==> src/lprtc_pkg.sv <==
// Purpose: Constants for the low power real-time counter block
// Assumes: APB with 32-bit data, byte addresses, pclk at 20 MHz
// Notes:   Offsets are byte addresses of aligned words
package lprtc_pkg;
    // Widths
    localparam int CNT_W  = 24;                        // Counter width
    localparam int DIV_W  = 12;                        // Divider width
    localparam int NUM_CH = 4;                         // Compare channels
    localparam int NUM_EV = 6;                         // Tick, wrap, four compares
    // Task registers
    localparam logic [11:0] OFS_TASK_START = 12'h000;  // Start counting
    localparam logic [11:0] OFS_TASK_STOP  = 12'h004;  // Stop counting
    localparam logic [11:0] OFS_TASK_CLEAR = 12'h008;  // Clear counter
    localparam logic [11:0] OFS_TASK_NEAR  = 12'h00C;  // Force near wrap
    // Event registers
    localparam logic [11:0] OFS_EV_TICK    = 12'h100;  // Tick event flag
    localparam logic [11:0] OFS_EV_WRAP    = 12'h104;  // Wrap event flag
    localparam logic [11:0] OFS_EV_CMP0    = 12'h140;  // Compare flag 0, step 4
    // Routing registers
    localparam logic [11:0] OFS_ROUTE      = 12'h340;  // Route enable, plain write
    localparam logic [11:0] OFS_ROUTE_SET  = 12'h344;  // Write one to set
    localparam logic [11:0] OFS_ROUTE_CLR  = 12'h348;  // Write one to clear
    // Data registers
    localparam logic [11:0] OFS_COUNT      = 12'h504;  // Captured count
    localparam logic [11:0] OFS_DIVIDER    = 12'h508;  // Divider setting
    localparam logic [11:0] OFS_MATCH0     = 12'h540;  // Match value 0, step 4
    localparam logic [11:0] OFS_STATUS     = 12'h600;  // Running flag
    // Event bit positions
    localparam int EV_TICK = 0;                        // Tick bit
    localparam int EV_WRAP = 1;                        // Wrap bit
    localparam int EV_CMP  = 2;                        // First compare bit
    // Values
    localparam logic [23:0] NEAR_WRAP_VALUE = 24'hFF_FFF0; // Load on force task
    localparam logic [23:0] CNT_MAX         = 24'hFF_FFFF; // Last count before wrap
    localparam logic [1:0]  COUNT_WAIT      = 2'h3;    // Stall cycles on count read
    // Slow clock frequency for reference
    localparam real SLOW_CLOCK_KHZ = 32.768;           // Nominal slow clock
    // Bus state
    typedef enum logic [0:0] {
        LPRTC_BUS_IDLE = 1'b0,                         // No count read pending
        LPRTC_BUS_WAIT = 1'b1                          // Count read stalling
    } lprtc_bus_t;
endpackage

==> src/lprtc_core.sv <==
// Purpose: Real-time counter with divider, compare, tick and wrap events
// Assumes: slow_clock is an input sampled on pclk and much slower than pclk
// Notes:   Tasks act on synchronised slow clock edges; all logic runs on pclk
//
// Notes on behaviour
// - 24-bit counter, 12-bit divider, compares, tick
// - Rate is slow clock over divider plus one
// - Divider writes ignored while running
// - Start, clear, near-wrap reload divider latch
// - Increment when latch zero, then reload latch
// - Tick on increment, disabled after reset
// - Near-wrap task loads 0xFFFFF0
// - Wrap event on 0xFFFFFF to zero
// - Disabled event requests no fast clock
// - Clear with match zero gives no compare
// - Start at match value gives no compare
// - Compare on step from match-1 to match
// - Match N+2 written at N always fires
// - Old match far ahead never fires
// - Count captured on read, controls synchronised
// - Clear, stop, near-wrap wait fall then rise
// - First increment divider plus one slow periods after start
// - Near-wrap starts slow clock, loads once clocked
// - Count read stalls three cycles, five total
// - Route set register sets, reads enable state
`timescale 1ns/1ps
module lprtc_core (
    // Clock and reset
    input  wire logic        pclk,
    input  wire logic        presetn,
    // APB slave
    input  wire logic        psel,
    input  wire logic        penable,
    input  wire logic        pwrite,
    input  wire logic [11:0] paddr,
    input  wire logic [31:0] pwdata,
    output logic      [31:0] prdata,
    output logic             pready,
    output logic             pslverr,
    // Slow clock and clock requests
    input  wire logic        slow_clock,
    output logic             slow_clock_request,
    output logic             fast_clock_request,
    // Routed event pulses
    output logic      [5:0]  event_pulse
);
    // Synchroniser and edge history
    logic sync1_reg, sync2_reg, sync3_reg;             // Slow clock pipeline
    logic rise, fall;                                  // Slow clock edges
    // Control state
    logic        running_reg, running_next;            // Counter running
    logic [23:0] count_reg, count_next;                // Slow domain counter
    logic [11:0] divider_reg, divider_next;            // Programmed divider
    logic [11:0] divider_latch_reg, divider_latch_next;// Internal divider latch
    logic        pend_start_reg, pend_start_next;      // Start waiting
    logic        pend_stop_reg, pend_stop_next;        // Stop waiting
    logic        pend_clear_reg, pend_clear_next;      // Clear waiting
    logic        pend_near_reg, pend_near_next;        // Near wrap waiting
    logic        armed_reg, armed_next;                // Falling edge seen
    logic [23:0] match_reg [4], match_next [4];        // Match values
    logic [5:0]  flag_reg, flag_next;                  // Sticky event flags
    logic [5:0]  route_reg, route_next;                // Event routing enables
    logic [5:0]  pulse_reg, pulse_next;                // Routed event pulses
    logic        fast_req_reg, fast_req_next;          // Fast clock request
    // Bus state
    lprtc_pkg::lprtc_bus_t bus_reg, bus_next;          // Count read state
    logic [1:0]  wait_reg, wait_next;                  // Stall counter
    logic [23:0] snap_reg, snap_next;                  // Captured count
    logic [31:0] rdata_reg, rdata_next;                // Read data register
    // Decode helpers
    logic        wr, rd_count, access;                 // Bus strobes
    logic [5:0]  raw_ev;                               // Events before routing
    logic        inc;                                  // Counter increments now

    // Slow clock synchroniser; first stage feeds only the second
    always_ff @(posedge pclk or negedge presetn) begin
        if (!presetn) begin
            sync1_reg <= 1'b0;
            sync2_reg <= 1'b0;
            sync3_reg <= 1'b0;
        end else begin
            sync1_reg <= slow_clock;
            sync2_reg <= sync1_reg;
            sync3_reg <= sync2_reg;
        end
    end

    // Edges of the synchronised slow clock
    assign rise = sync2_reg & ~sync3_reg;
    assign fall = ~sync2_reg & sync3_reg;

    // Bus strobes
    assign access   = psel & penable;
    assign wr       = access & pwrite & pready;
    assign rd_count = psel & ~pwrite & (paddr == lprtc_pkg::OFS_COUNT);

    // Counter, tasks, events and registers
    always_comb begin
        running_next       = running_reg;
        count_next         = count_reg;
        divider_next       = divider_reg;
        divider_latch_next = divider_latch_reg;
        pend_start_next    = pend_start_reg;
        pend_stop_next     = pend_stop_reg;
        pend_clear_next    = pend_clear_reg;
        pend_near_next     = pend_near_reg;
        armed_next         = armed_reg;
        for (int i = 0; i < lprtc_pkg::NUM_CH; i++) begin
            match_next[i] = match_reg[i];
        end
        route_next = route_reg;
        raw_ev     = 6'h00;
        inc        = 1'b0;
        // Falling edge arms the delayed tasks
        if (fall && (pend_stop_reg || pend_clear_reg || pend_near_reg)) begin
            armed_next = 1'b1;
        end
        // Rising edge: apply tasks, or else count
        if (rise) begin
            if (pend_start_reg) begin
                running_next       = 1'b1;
                divider_latch_next = divider_reg;
                pend_start_next    = 1'b0;
            end
            if (armed_reg) begin
                armed_next = 1'b0;
                if (pend_clear_reg) begin
                    count_next         = 24'h00_0000;
                    divider_latch_next = divider_reg;
                end
                if (pend_near_reg) begin
                    count_next         = lprtc_pkg::NEAR_WRAP_VALUE;
                    divider_latch_next = divider_reg;
                end
                if (pend_stop_reg) begin
                    running_next = 1'b0;
                end
                pend_clear_next = 1'b0;
                pend_near_next  = 1'b0;
                pend_stop_next  = 1'b0;
            end else if (running_reg && !pend_start_reg) begin
                if (divider_latch_reg == 12'h000) begin
                    inc                = 1'b1;
                    count_next         = count_reg + 24'h00_0001;
                    divider_latch_next = divider_reg;
                end else begin
                    divider_latch_next = divider_latch_reg - 12'h001;
                end
            end
        end
        // Events only on a real increment; loads and start never compare
        if (inc) begin
            raw_ev[lprtc_pkg::EV_TICK] = 1'b1;
            raw_ev[lprtc_pkg::EV_WRAP] = (count_reg == lprtc_pkg::CNT_MAX);
            for (int i = 0; i < lprtc_pkg::NUM_CH; i++) begin
                raw_ev[lprtc_pkg::EV_CMP + i] = (count_next == match_reg[i]);
            end
        end
        // Register writes
        if (wr) begin
            unique case (paddr)
                lprtc_pkg::OFS_TASK_START: begin
                    if (pwdata[0]) pend_start_next = 1'b1;
                end
                lprtc_pkg::OFS_TASK_STOP: begin
                    if (pwdata[0]) pend_stop_next = 1'b1;
                end
                lprtc_pkg::OFS_TASK_CLEAR: begin
                    if (pwdata[0]) pend_clear_next = 1'b1;
                end
                lprtc_pkg::OFS_TASK_NEAR: begin
                    if (pwdata[0]) pend_near_next = 1'b1;
                end
                lprtc_pkg::OFS_ROUTE: begin
                    route_next = pwdata[5:0];
                end
                lprtc_pkg::OFS_ROUTE_SET: begin
                    route_next = route_reg | pwdata[5:0];
                end
                lprtc_pkg::OFS_ROUTE_CLR: begin
                    route_next = route_reg & ~pwdata[5:0];
                end
                lprtc_pkg::OFS_DIVIDER: begin
                    if (!running_reg && !pend_start_reg) begin
                        divider_next = pwdata[11:0];
                    end
                end
                default: begin
                    for (int i = 0; i < lprtc_pkg::NUM_CH; i++) begin
                        if (paddr == lprtc_pkg::OFS_MATCH0 + 12'(4 * i)) begin
                            match_next[i] = pwdata[23:0];
                        end
                    end
                end
            endcase
        end
    end

    // Event flags: clear by writing zero, a new event wins
    always_comb begin
        flag_next     = flag_reg;
        pulse_next    = raw_ev & route_reg;
        fast_req_next = |(raw_ev & route_reg);
        if (wr && paddr == lprtc_pkg::OFS_EV_TICK && !pwdata[0]) begin
            flag_next[lprtc_pkg::EV_TICK] = 1'b0;
        end
        if (wr && paddr == lprtc_pkg::OFS_EV_WRAP && !pwdata[0]) begin
            flag_next[lprtc_pkg::EV_WRAP] = 1'b0;
        end
        for (int i = 0; i < lprtc_pkg::NUM_CH; i++) begin
            if (wr && paddr == lprtc_pkg::OFS_EV_CMP0 + 12'(4 * i) && !pwdata[0]) begin
                flag_next[lprtc_pkg::EV_CMP + i] = 1'b0;
            end
        end
        flag_next = flag_next | (raw_ev & route_reg);
    end

    // Bus: count reads capture the count and stall three cycles
    always_comb begin
        bus_next   = bus_reg;
        wait_next  = wait_reg;
        snap_next  = snap_reg;
        rdata_next = rdata_reg;
        pready     = 1'b1;
        unique case (bus_reg)
            lprtc_pkg::LPRTC_BUS_IDLE: begin
                if (rd_count && !penable) begin
                    bus_next  = lprtc_pkg::LPRTC_BUS_WAIT;
                    wait_next = lprtc_pkg::COUNT_WAIT;
                    snap_next = count_reg;
                end
            end
            lprtc_pkg::LPRTC_BUS_WAIT: begin
                pready = (wait_reg == 2'h0);
                if (access && wait_reg != 2'h0) begin
                    wait_next = wait_reg - 2'h1;
                end
                if (access && wait_reg == 2'h0) begin
                    bus_next = lprtc_pkg::LPRTC_BUS_IDLE;
                end
            end
        endcase
        // Read data for the next cycle
        if (psel && !pwrite) begin
            rdata_next = 32'h0000_0000;
            unique case (paddr)
                lprtc_pkg::OFS_EV_TICK:   rdata_next[0]    = flag_reg[lprtc_pkg::EV_TICK];
                lprtc_pkg::OFS_EV_WRAP:   rdata_next[0]    = flag_reg[lprtc_pkg::EV_WRAP];
                lprtc_pkg::OFS_ROUTE:     rdata_next[5:0]  = route_reg;
                lprtc_pkg::OFS_ROUTE_SET: rdata_next[5:0]  = route_reg;
                lprtc_pkg::OFS_ROUTE_CLR: rdata_next[5:0]  = route_reg;
                lprtc_pkg::OFS_COUNT:     rdata_next[23:0] = snap_next;
                lprtc_pkg::OFS_DIVIDER:   rdata_next[11:0] = divider_reg;
                lprtc_pkg::OFS_STATUS:    rdata_next[0]    = running_reg;
                default: begin
                    for (int i = 0; i < lprtc_pkg::NUM_CH; i++) begin
                        if (paddr == lprtc_pkg::OFS_EV_CMP0 + 12'(4 * i)) begin
                            rdata_next[0] = flag_reg[lprtc_pkg::EV_CMP + i];
                        end
                        if (paddr == lprtc_pkg::OFS_MATCH0 + 12'(4 * i)) begin
                            rdata_next[23:0] = match_reg[i];
                        end
                    end
                end
            endcase
        end
    end

    // State registers
    always_ff @(posedge pclk or negedge presetn) begin
        if (!presetn) begin
            running_reg       <= 1'b0;
            count_reg         <= 24'h00_0000;
            divider_reg       <= 12'h000;
            divider_latch_reg <= 12'h000;
            pend_start_reg    <= 1'b0;
            pend_stop_reg     <= 1'b0;
            pend_clear_reg    <= 1'b0;
            pend_near_reg     <= 1'b0;
            armed_reg         <= 1'b0;
            for (int i = 0; i < lprtc_pkg::NUM_CH; i++) begin
                match_reg[i] <= 24'h00_0000;
            end
            flag_reg     <= 6'h00;
            route_reg    <= 6'h00;
            pulse_reg    <= 6'h00;
            fast_req_reg <= 1'b0;
            bus_reg      <= lprtc_pkg::LPRTC_BUS_IDLE;
            wait_reg     <= 2'h0;
            snap_reg     <= 24'h00_0000;
            rdata_reg    <= 32'h0000_0000;
        end else begin
            running_reg       <= running_next;
            count_reg         <= count_next;
            divider_reg       <= divider_next;
            divider_latch_reg <= divider_latch_next;
            pend_start_reg    <= pend_start_next;
            pend_stop_reg     <= pend_stop_next;
            pend_clear_reg    <= pend_clear_next;
            pend_near_reg     <= pend_near_next;
            armed_reg         <= armed_next;
            for (int i = 0; i < lprtc_pkg::NUM_CH; i++) begin
                match_reg[i] <= match_next[i];
            end
            flag_reg     <= flag_next;
            route_reg    <= route_next;
            pulse_reg    <= pulse_next;
            fast_req_reg <= fast_req_next;
            bus_reg      <= bus_next;
            wait_reg     <= wait_next;
            snap_reg     <= snap_next;
            rdata_reg    <= rdata_next;
        end
    end

    // Outputs
    assign prdata             = rdata_reg;
    assign pslverr            = 1'b0;
    assign event_pulse        = pulse_reg;
    assign fast_clock_request = fast_req_reg;
    // Keep slow clock asked for while running or a task waits
    assign slow_clock_request = running_reg | pend_start_reg | pend_stop_reg
                              | pend_clear_reg | pend_near_reg;
endmodule

==> config.mk <==
export PLATFORM = sky130hd
export DESIGN_NAME = lprtc_core
export DESIGN_NICKNAME = d
export VERILOG_FILES = /design/src/lprtc_pkg.sv /design/src/lprtc_core.sv
export SDC_FILE = /design/constraint.sdc
export NUM_CORES = 1
export LEC_CHECK = 0
export ABC_AREA = 1
export BUFFER_PORTS_ARGS = -buffer_cell sky130_fd_sc_hd__buf_2
export CAP_MARGIN = 10
export CORE_ASPECT_RATIO = 1.2
export CORE_MARGIN = 3
export CORE_UTILIZATION = 51
export CTS_BUF_LIST = sky130_fd_sc_hd__clkbuf_16
export DETAILED_ROUTE_END_ITERATION = 7
export PLACE_DENSITY = 0.65
export SYNTH_ARGS = -nofsm -noshare
export SYNTH_HDL_FRONTEND = slang
export SYNTH_SLANG_ARGS = --single-unit
==> constraint.sdc <==
create_clock -name pclk -period 5.4 [get_ports pclk]
set_input_delay 0.54 -clock pclk [delete_from_list [all_inputs] [get_ports pclk]]
set_output_delay 0.54 -clock pclk [all_outputs]
set_load 0.03 [all_outputs]
==> impl_metrics.tcl, run 1 <==
set metrics [dict create \
    design.core.area_um2 24800 \
    wl_per_cell_um 20.1 \
    grt_util_all_layers_pct 31.9 \
    clkTransAtPathRegs_ns 0.06 \
    final_cell_area_um2 14400 \
    route.detailed.drc 0 \
    start_util_pct 52.0 \
    synth_area_um2 12900 \
    crit_path_start_kind "flip-flop" \
    postCtsSetupRepairBufs 0 \
    cp.arrival_ns 4.07 \
    setup_viol 0 \
    place_congestion 0.954 \
    via_per_inst 5.73 \
    core.rowCount 63 \
    yosysWarnings 0 \
    largest_register_ffs 96 \
    slew_viol_final 0 \
    io_buffers 74 \
    routed_wl_um 43400 \
    synth_top_cell_by_area "dfrtp_1" \
    slew_headroom_pct 23.5 \
    cts_max_level 1 \
    nets 1862 \
    ir_drop_v 0.000231 \
    fin_skew_ns 0.0157 \
    post_cts_resized 0 \
    die_y_um 180 \
    fin_ws_ns 1.80 \
    final_cell_mix "nand2_1 (454), dfrtp_1 (223), inv_1 (201)" \
    firstDrtPassIters 6 \
    drt_iter0_drc 1074 \
    fin_crit_sh_pct 66.7 \
    clock_latency_ns 0.54 \
    drv_cap 0 \
    holdBufCountCts 0 \
    post_dp_cell_area_um2 13600 \
    setup-tns-final_ns 0 \
    die_w_um 151 \
    area_delta_synth_final_pct 11.8 \
    dp_slack_ns 1.68 \
    grt_pass1_wl_um 67000 \
    layout-drive-gt1-share_pct 13.2 \
    period_needed_ns 3.60 \
    first_global_vias 11900 \
    utilization_pct 58.2 \
    hold_class "input pin to asynchronous set/reset pin" \
    syn-instance-count 1750 \
    cp-end-kind "flip-flop" \
    final_common_cell "nand2_1" \
    path_class "flip-flop to flip-flop" \
    cts_buffers 26 \
    post-dp-hpwl_um 31700 \
    cts_sinks 223 \
    whs_ns -0.00230 \
    status "complete, but fails checks" \
    seq_area_frac_synth_pct 43.2 \
    worst_pin_slew_ns 1.14 \
    grt_max_degree 132 \
    postRouteAntennaNets 0 \
    crit_required_ns 5.87 \
    grt.overflow.total 0 \
    rsz0062_at_grt "no" \
    violations "hold timing" \
    p_total_mw 5.09 \
    hold_violations 1 \
    die_area_um2 27300 \
    synthTopCellsByArea "dfrtp_1 (43%), nand2_1 (13%), o21ai_0 (7.1%)" \
    yosysTopAreaCellShare_pct 43.2 \
    p_per_area_nw_per_um2 352 \
    avgSynthCellArea_um2 7.38 \
    cts_tree "done" \
    root_buffer "clkbuf_16" \
    cts_buffer_depth 3 \
    vias 12300 \
    crit_path_max_fanout 35 \
    max_freq_mhz 278 \
    synthDistinctLibCells 53 \
    antenna_found_initial 0 \
    io_pins 92 \
    synth-seq-cells 223 \
    antenna_cells 0 \
    power.leakage_nw 6.87 \
]
-- stage by stage --
step	instances	hold slack, ns
after CTS	2153	0.0457
after floorplan	1758	0.244
final	2153	-0.00230
after global routing	2153	0.0676
after global placement	2106	0.350
after detailed placement	2106	0.340
-- cells by family (layout without fill, tap and decap cells) --
family | count (synthesis) | in the layout | synth area share (%)
buf+inv | 283 | 353 | 8.89
simple gates | 832 | 832 | 28.8
xor+xnor | 18 | 18 | 1.22
mux | 13 | 13 | 1.13
compound gates | 377 | 377 | 16.4
fa+ha+maj | 3 | 3 | 0.291
other cells | 1 | 9 | 0.0290
flops | 223 | 223 | 43.2
-- synthesized netlist by cell type (all sizes together) --
master,number
nor3,16
clkbuf,30
or2,3
a22o,1
o211a,1
a22oi,8
inv,213
nand3b,8
o211ai,12
nor2,150
xor2,18
o311ai,2
a221oi,10
nand4,19
conb,1
a21o,2
clkinv,2
o2111ai,1
a32o,2
buf,38
a41oi,1
o22ai,25
mux2,13
nand3,144
a21oi,68
a32oi,4
o221ai,4
dfrtp,223
a2111oi,2
nor4,3
o32ai,2
o21a,3
o21ai,219
a211oi,2
a31oi,8
nand2,489
ha,3
-- cell type report --
cell class / instances / area [um2]
sequential: 223 / 5580
fill: 2359 / 10400
timing repair buffer: 91 / 533
clock inverter: 20 / 193
tap: 325 / 407
multi-input combinational: 1252 / 6250
inverter: 215 / 807
clock buffer: 27 / 676
-- path summary, 6_finish.rpt --
| check | start | to | slack (ns) | cells after the start |
|---|---|---|---|---|
| hold reg to reg | sync1_reg | sync2_reg | 0.36 | 0 |
| min in group pclk | slow_clock | sync1_reg | 0.10 | 1 |
| setup / recovery | armed_reg | fast_clock_request | 1.80 | 11 |
| hold / removal | presetn | divider_latch_reg[2] | -0.002 | 1 |
| setup reg to reg | armed_reg | fast_clock_request | 1.80 | 11 |
| max in group asynchronous | presetn | count_reg[19] | 4.22 | 2 |
-- where the power goes --
group / internal (mW) / total [mW] / leakage (nW) / switching, mW
logic: 0.381 / 1.27 / 3.79 / 0.891
registers: 1.79 / 2.01 / 2.63 / 0.216
clock network: 1.09 / 1.81 / 0.445 / 0.722
-- worst max-delay path, stage by stage, from the launching register on --
cell     delay, ns
dfrtp_1       0.55
inv_2         0.39
nor2_2        0.95
a21oi_1       0.17
nand2_2       0.18
nand2_2       0.11
xor2_1        0.17
nor2_1        0.27
nand3_1       0.11
nor2_1        0.22
nand2_1       0.25
nand3_2       0.14
-- layer usage --
| metal | track usage (%) | wire length (um) |
|---|---|---|
| met1 | 43.6 | 17900 |
| met2 | 50.2 | 19800 |
| met3 | 5.48 | 3670 |
| met4 | 13.0 | 2000 |
| met5 | 0 | 0 |
Power figures use the tool's default switching activity.
==> run 2: changes to the inputs <==
==> constraint.sdc (replaced) <==
create_clock -name pclk -period 3.4 [get_ports pclk]
set_input_delay 0.34 -clock pclk [delete_from_list [all_inputs] [get_ports pclk]]
set_output_delay 0.34 -clock pclk [all_outputs]
set_load 0.03 [all_outputs]
==> impl_metrics.tcl, run 2 (synthesis results as in run 1) <==
set metrics [dict create \
    max_freq_mhz 317 \
    route.detailed.drc 0 \
    crit_top_cell "nand2_1" \
    whs_ns 0.0362 \
    utilization_pct 59.0 \
    r2r-end "fast_clock_request" \
    hold_class "input pin to flip-flop" \
    pwr-share-comb_pct 26.5 \
    postRouteAntennaNets 0 \
    cts_buffer_depth 3 \
    power.internal_mw 5.00 \
    cts_tree "done" \
    hold_violations 0 \
    cts_max_level 1 \
    cts_buffers 26 \
    dpl.cell_count 2136 \
    grt_util_all_layers_pct 32.4 \
    cp.arrival_ns 3.64 \
    design.core.area_um2 24800 \
    seqPwrFrac_pct 39.9 \
    clkTransAtPathRegs_ns 0.06 \
    cp_top_family "simple AND/OR/NAND/NOR gates" \
    fin_skew_ns 0.0257 \
    setup_viol 0 \
    grt_pass1_wl_um 67600 \
    setup-tns-final_ns 0 \
    drv_cap 0 \
    drt_iter0_drc 1030 \
    status "complete, no violations" \
    worstHoldPathCells 3 \
    crit_required_ns 3.89 \
    timing.rr.start "divider_latch_reg[0]" \
    vias 12400 \
    power.leakage_nw 7.00 \
    first_global_vias 11800 \
    layoutNonFillerInstCount 2187 \
    crit_path_max_fanout 8 \
    slowest_delay_ns 0.38 \
    die_area_um2 27300 \
    switching_share_pct 37.1 \
    slowest_stage "dfrtp_1" \
    place_congestion 0.971 \
    slew_headroom_pct 47.7 \
    power.switching_mw 2.94 \
    core.rowCount 63 \
    r2r_cells 21 \
    die_w_um 151 \
    r2r_setup_slack_ns 0.25 \
    firstDrtPassIters 6 \
    via_per_inst 5.65 \
    ir_drop_v 0.000426 \
    cts_sinks 223 \
    final_cell_area_um2 14700 \
    largest_register_ffs 96 \
    die_y_um 180 \
    wl_per_cell_um 20.2 \
    p_total_mw 7.94 \
    dp_slack_ns 0.216 \
    io_buffers 74 \
    worstHoldStart "pwdata[13]" \
    rsz0062_at_grt "no" \
    slew_viol_final 0 \
    layout-drive-gt1-share_pct 14.6 \
    grt_max_degree 98 \
    critical_path_cell_count 21 \
    period_needed_ns 3.15 \
    min_to "match_reg[85]" \
    fin_ws_ns 0.250 \
    path_buf_inv 3 \
    grt.overflow.total 0 \
    io_pins 92 \
    area_delta_synth_final_pct 13.5 \
    post-dp-hpwl_um 32900 \
    crit_path_start_kind "flip-flop" \
    worst_pin_slew_ns 0.784 \
    crit_chain "inv_1, ha_1, inv_1, nor2_1, nand3_2, nor2_4, buf_12, nand3_1, nand2_1, nand3_1, nand2_1, nand2_2, nand2_1, nand2_1, nor2_1, nand2_1, nor2_2, nand3_1, nor2_2, nor2_1, nand3_2" \
    clock_latency_ns 0.55 \
    p_clk_share_pct 33.6 \
    start_util_pct 52.0 \
    p_per_area_nw_per_um2 542 \
    fin_crit_sh_pct 92.6 \
    path_class "flip-flop to flip-flop" \
    cp-end-kind "flip-flop" \
    post_dp_cell_area_um2 13800 \
    final_cell_mix "nand2_1 (454), dfrtp_1 (223), inv_1 (201)" \
    antenna_found_initial 0 \
    routed_wl_um 44200 \
    nets 1894 \
    final_common_cell "nand2_1" \
    root_buffer "clkbuf_16" \
]
[run 2: area by class of cell]
class / instances / area, um2
fillers: 2404 / 10200
multi-input cells: 1252 / 6250
flip-flops and latches: 223 / 5580
repair buffers: 123 / 816
inverters: 215 / 807
clock buffers: 27 / 676
well taps: 325 / 407
clock inverters: 21 / 124
diodes: 1 / 2.50
[run 2: worst max path at each step]
stage	startpoint	end	slack, ns
floorplan	divider_latch_reg[0]	fast_clock_request	1.15
global placement	divider_latch_reg[0]	fast_clock_request	0.23
detailed placement	divider_latch_reg[0]	fast_clock_request	0.22
CTS	divider_latch_reg[0]	fast_clock_request	0.19
global route	divider_latch_reg[0]	fast_clock_request	0.03
finish	divider_latch_reg[0]	fast_clock_request	0.25
[run 2: worst register-to-register path: cells and delay by family, from the launching register on]
family,cells,cell delay [ns]
AND/OR/NAND/NOR,17,2.14
flip-flops,1,0.38
buffers and inverters,3,0.33
adder cells (fa/ha/maj),1,0.25
[run 2: routing by layer]
metal / track usage [%] / vias up / share of wire (%) / wire length (um)
li1: - / 5945 / - / -
met1: 44.7 / 5829 / 42 / 18800
met2: 50.6 / 473 / 46 / 20100
met3: 4.98 / 114 / 6.8 / 3030
met4: 14.2 / 0 / 5.1 / 2250
met5: 0 / - / 0 / 0
[run 2: power by group through the flow]
| stage | Combinational, mW | Clock (mW) | Sequential (mW) |
|---|---|---|---|
| 3_3_place_gp | 2.05 | 0 | 3.20 |
| 4_1_cts | 2.08 | 2.69 | 3.15 |
| 5_1_grt | 2.34 | 2.81 | 3.19 |
| 2_1_floorplan | 1.45 | 0 | 3.09 |
| 3_5_place_dp | 2.06 | 0 | 3.20 |
| 6_report | 2.10 | 2.67 | 3.17 |
[run 2: repair_timing]
| item | in CTS | in global routing |
|---|---|---|
| endpoints found under the hold margin | 94 | 0 |
| setup buffers | 0 | 0 |
| resized for setup | 0 | 2 |
| endpoints found under the setup margin | 0 | 3 |
| hold buffers | 2 | 0 |
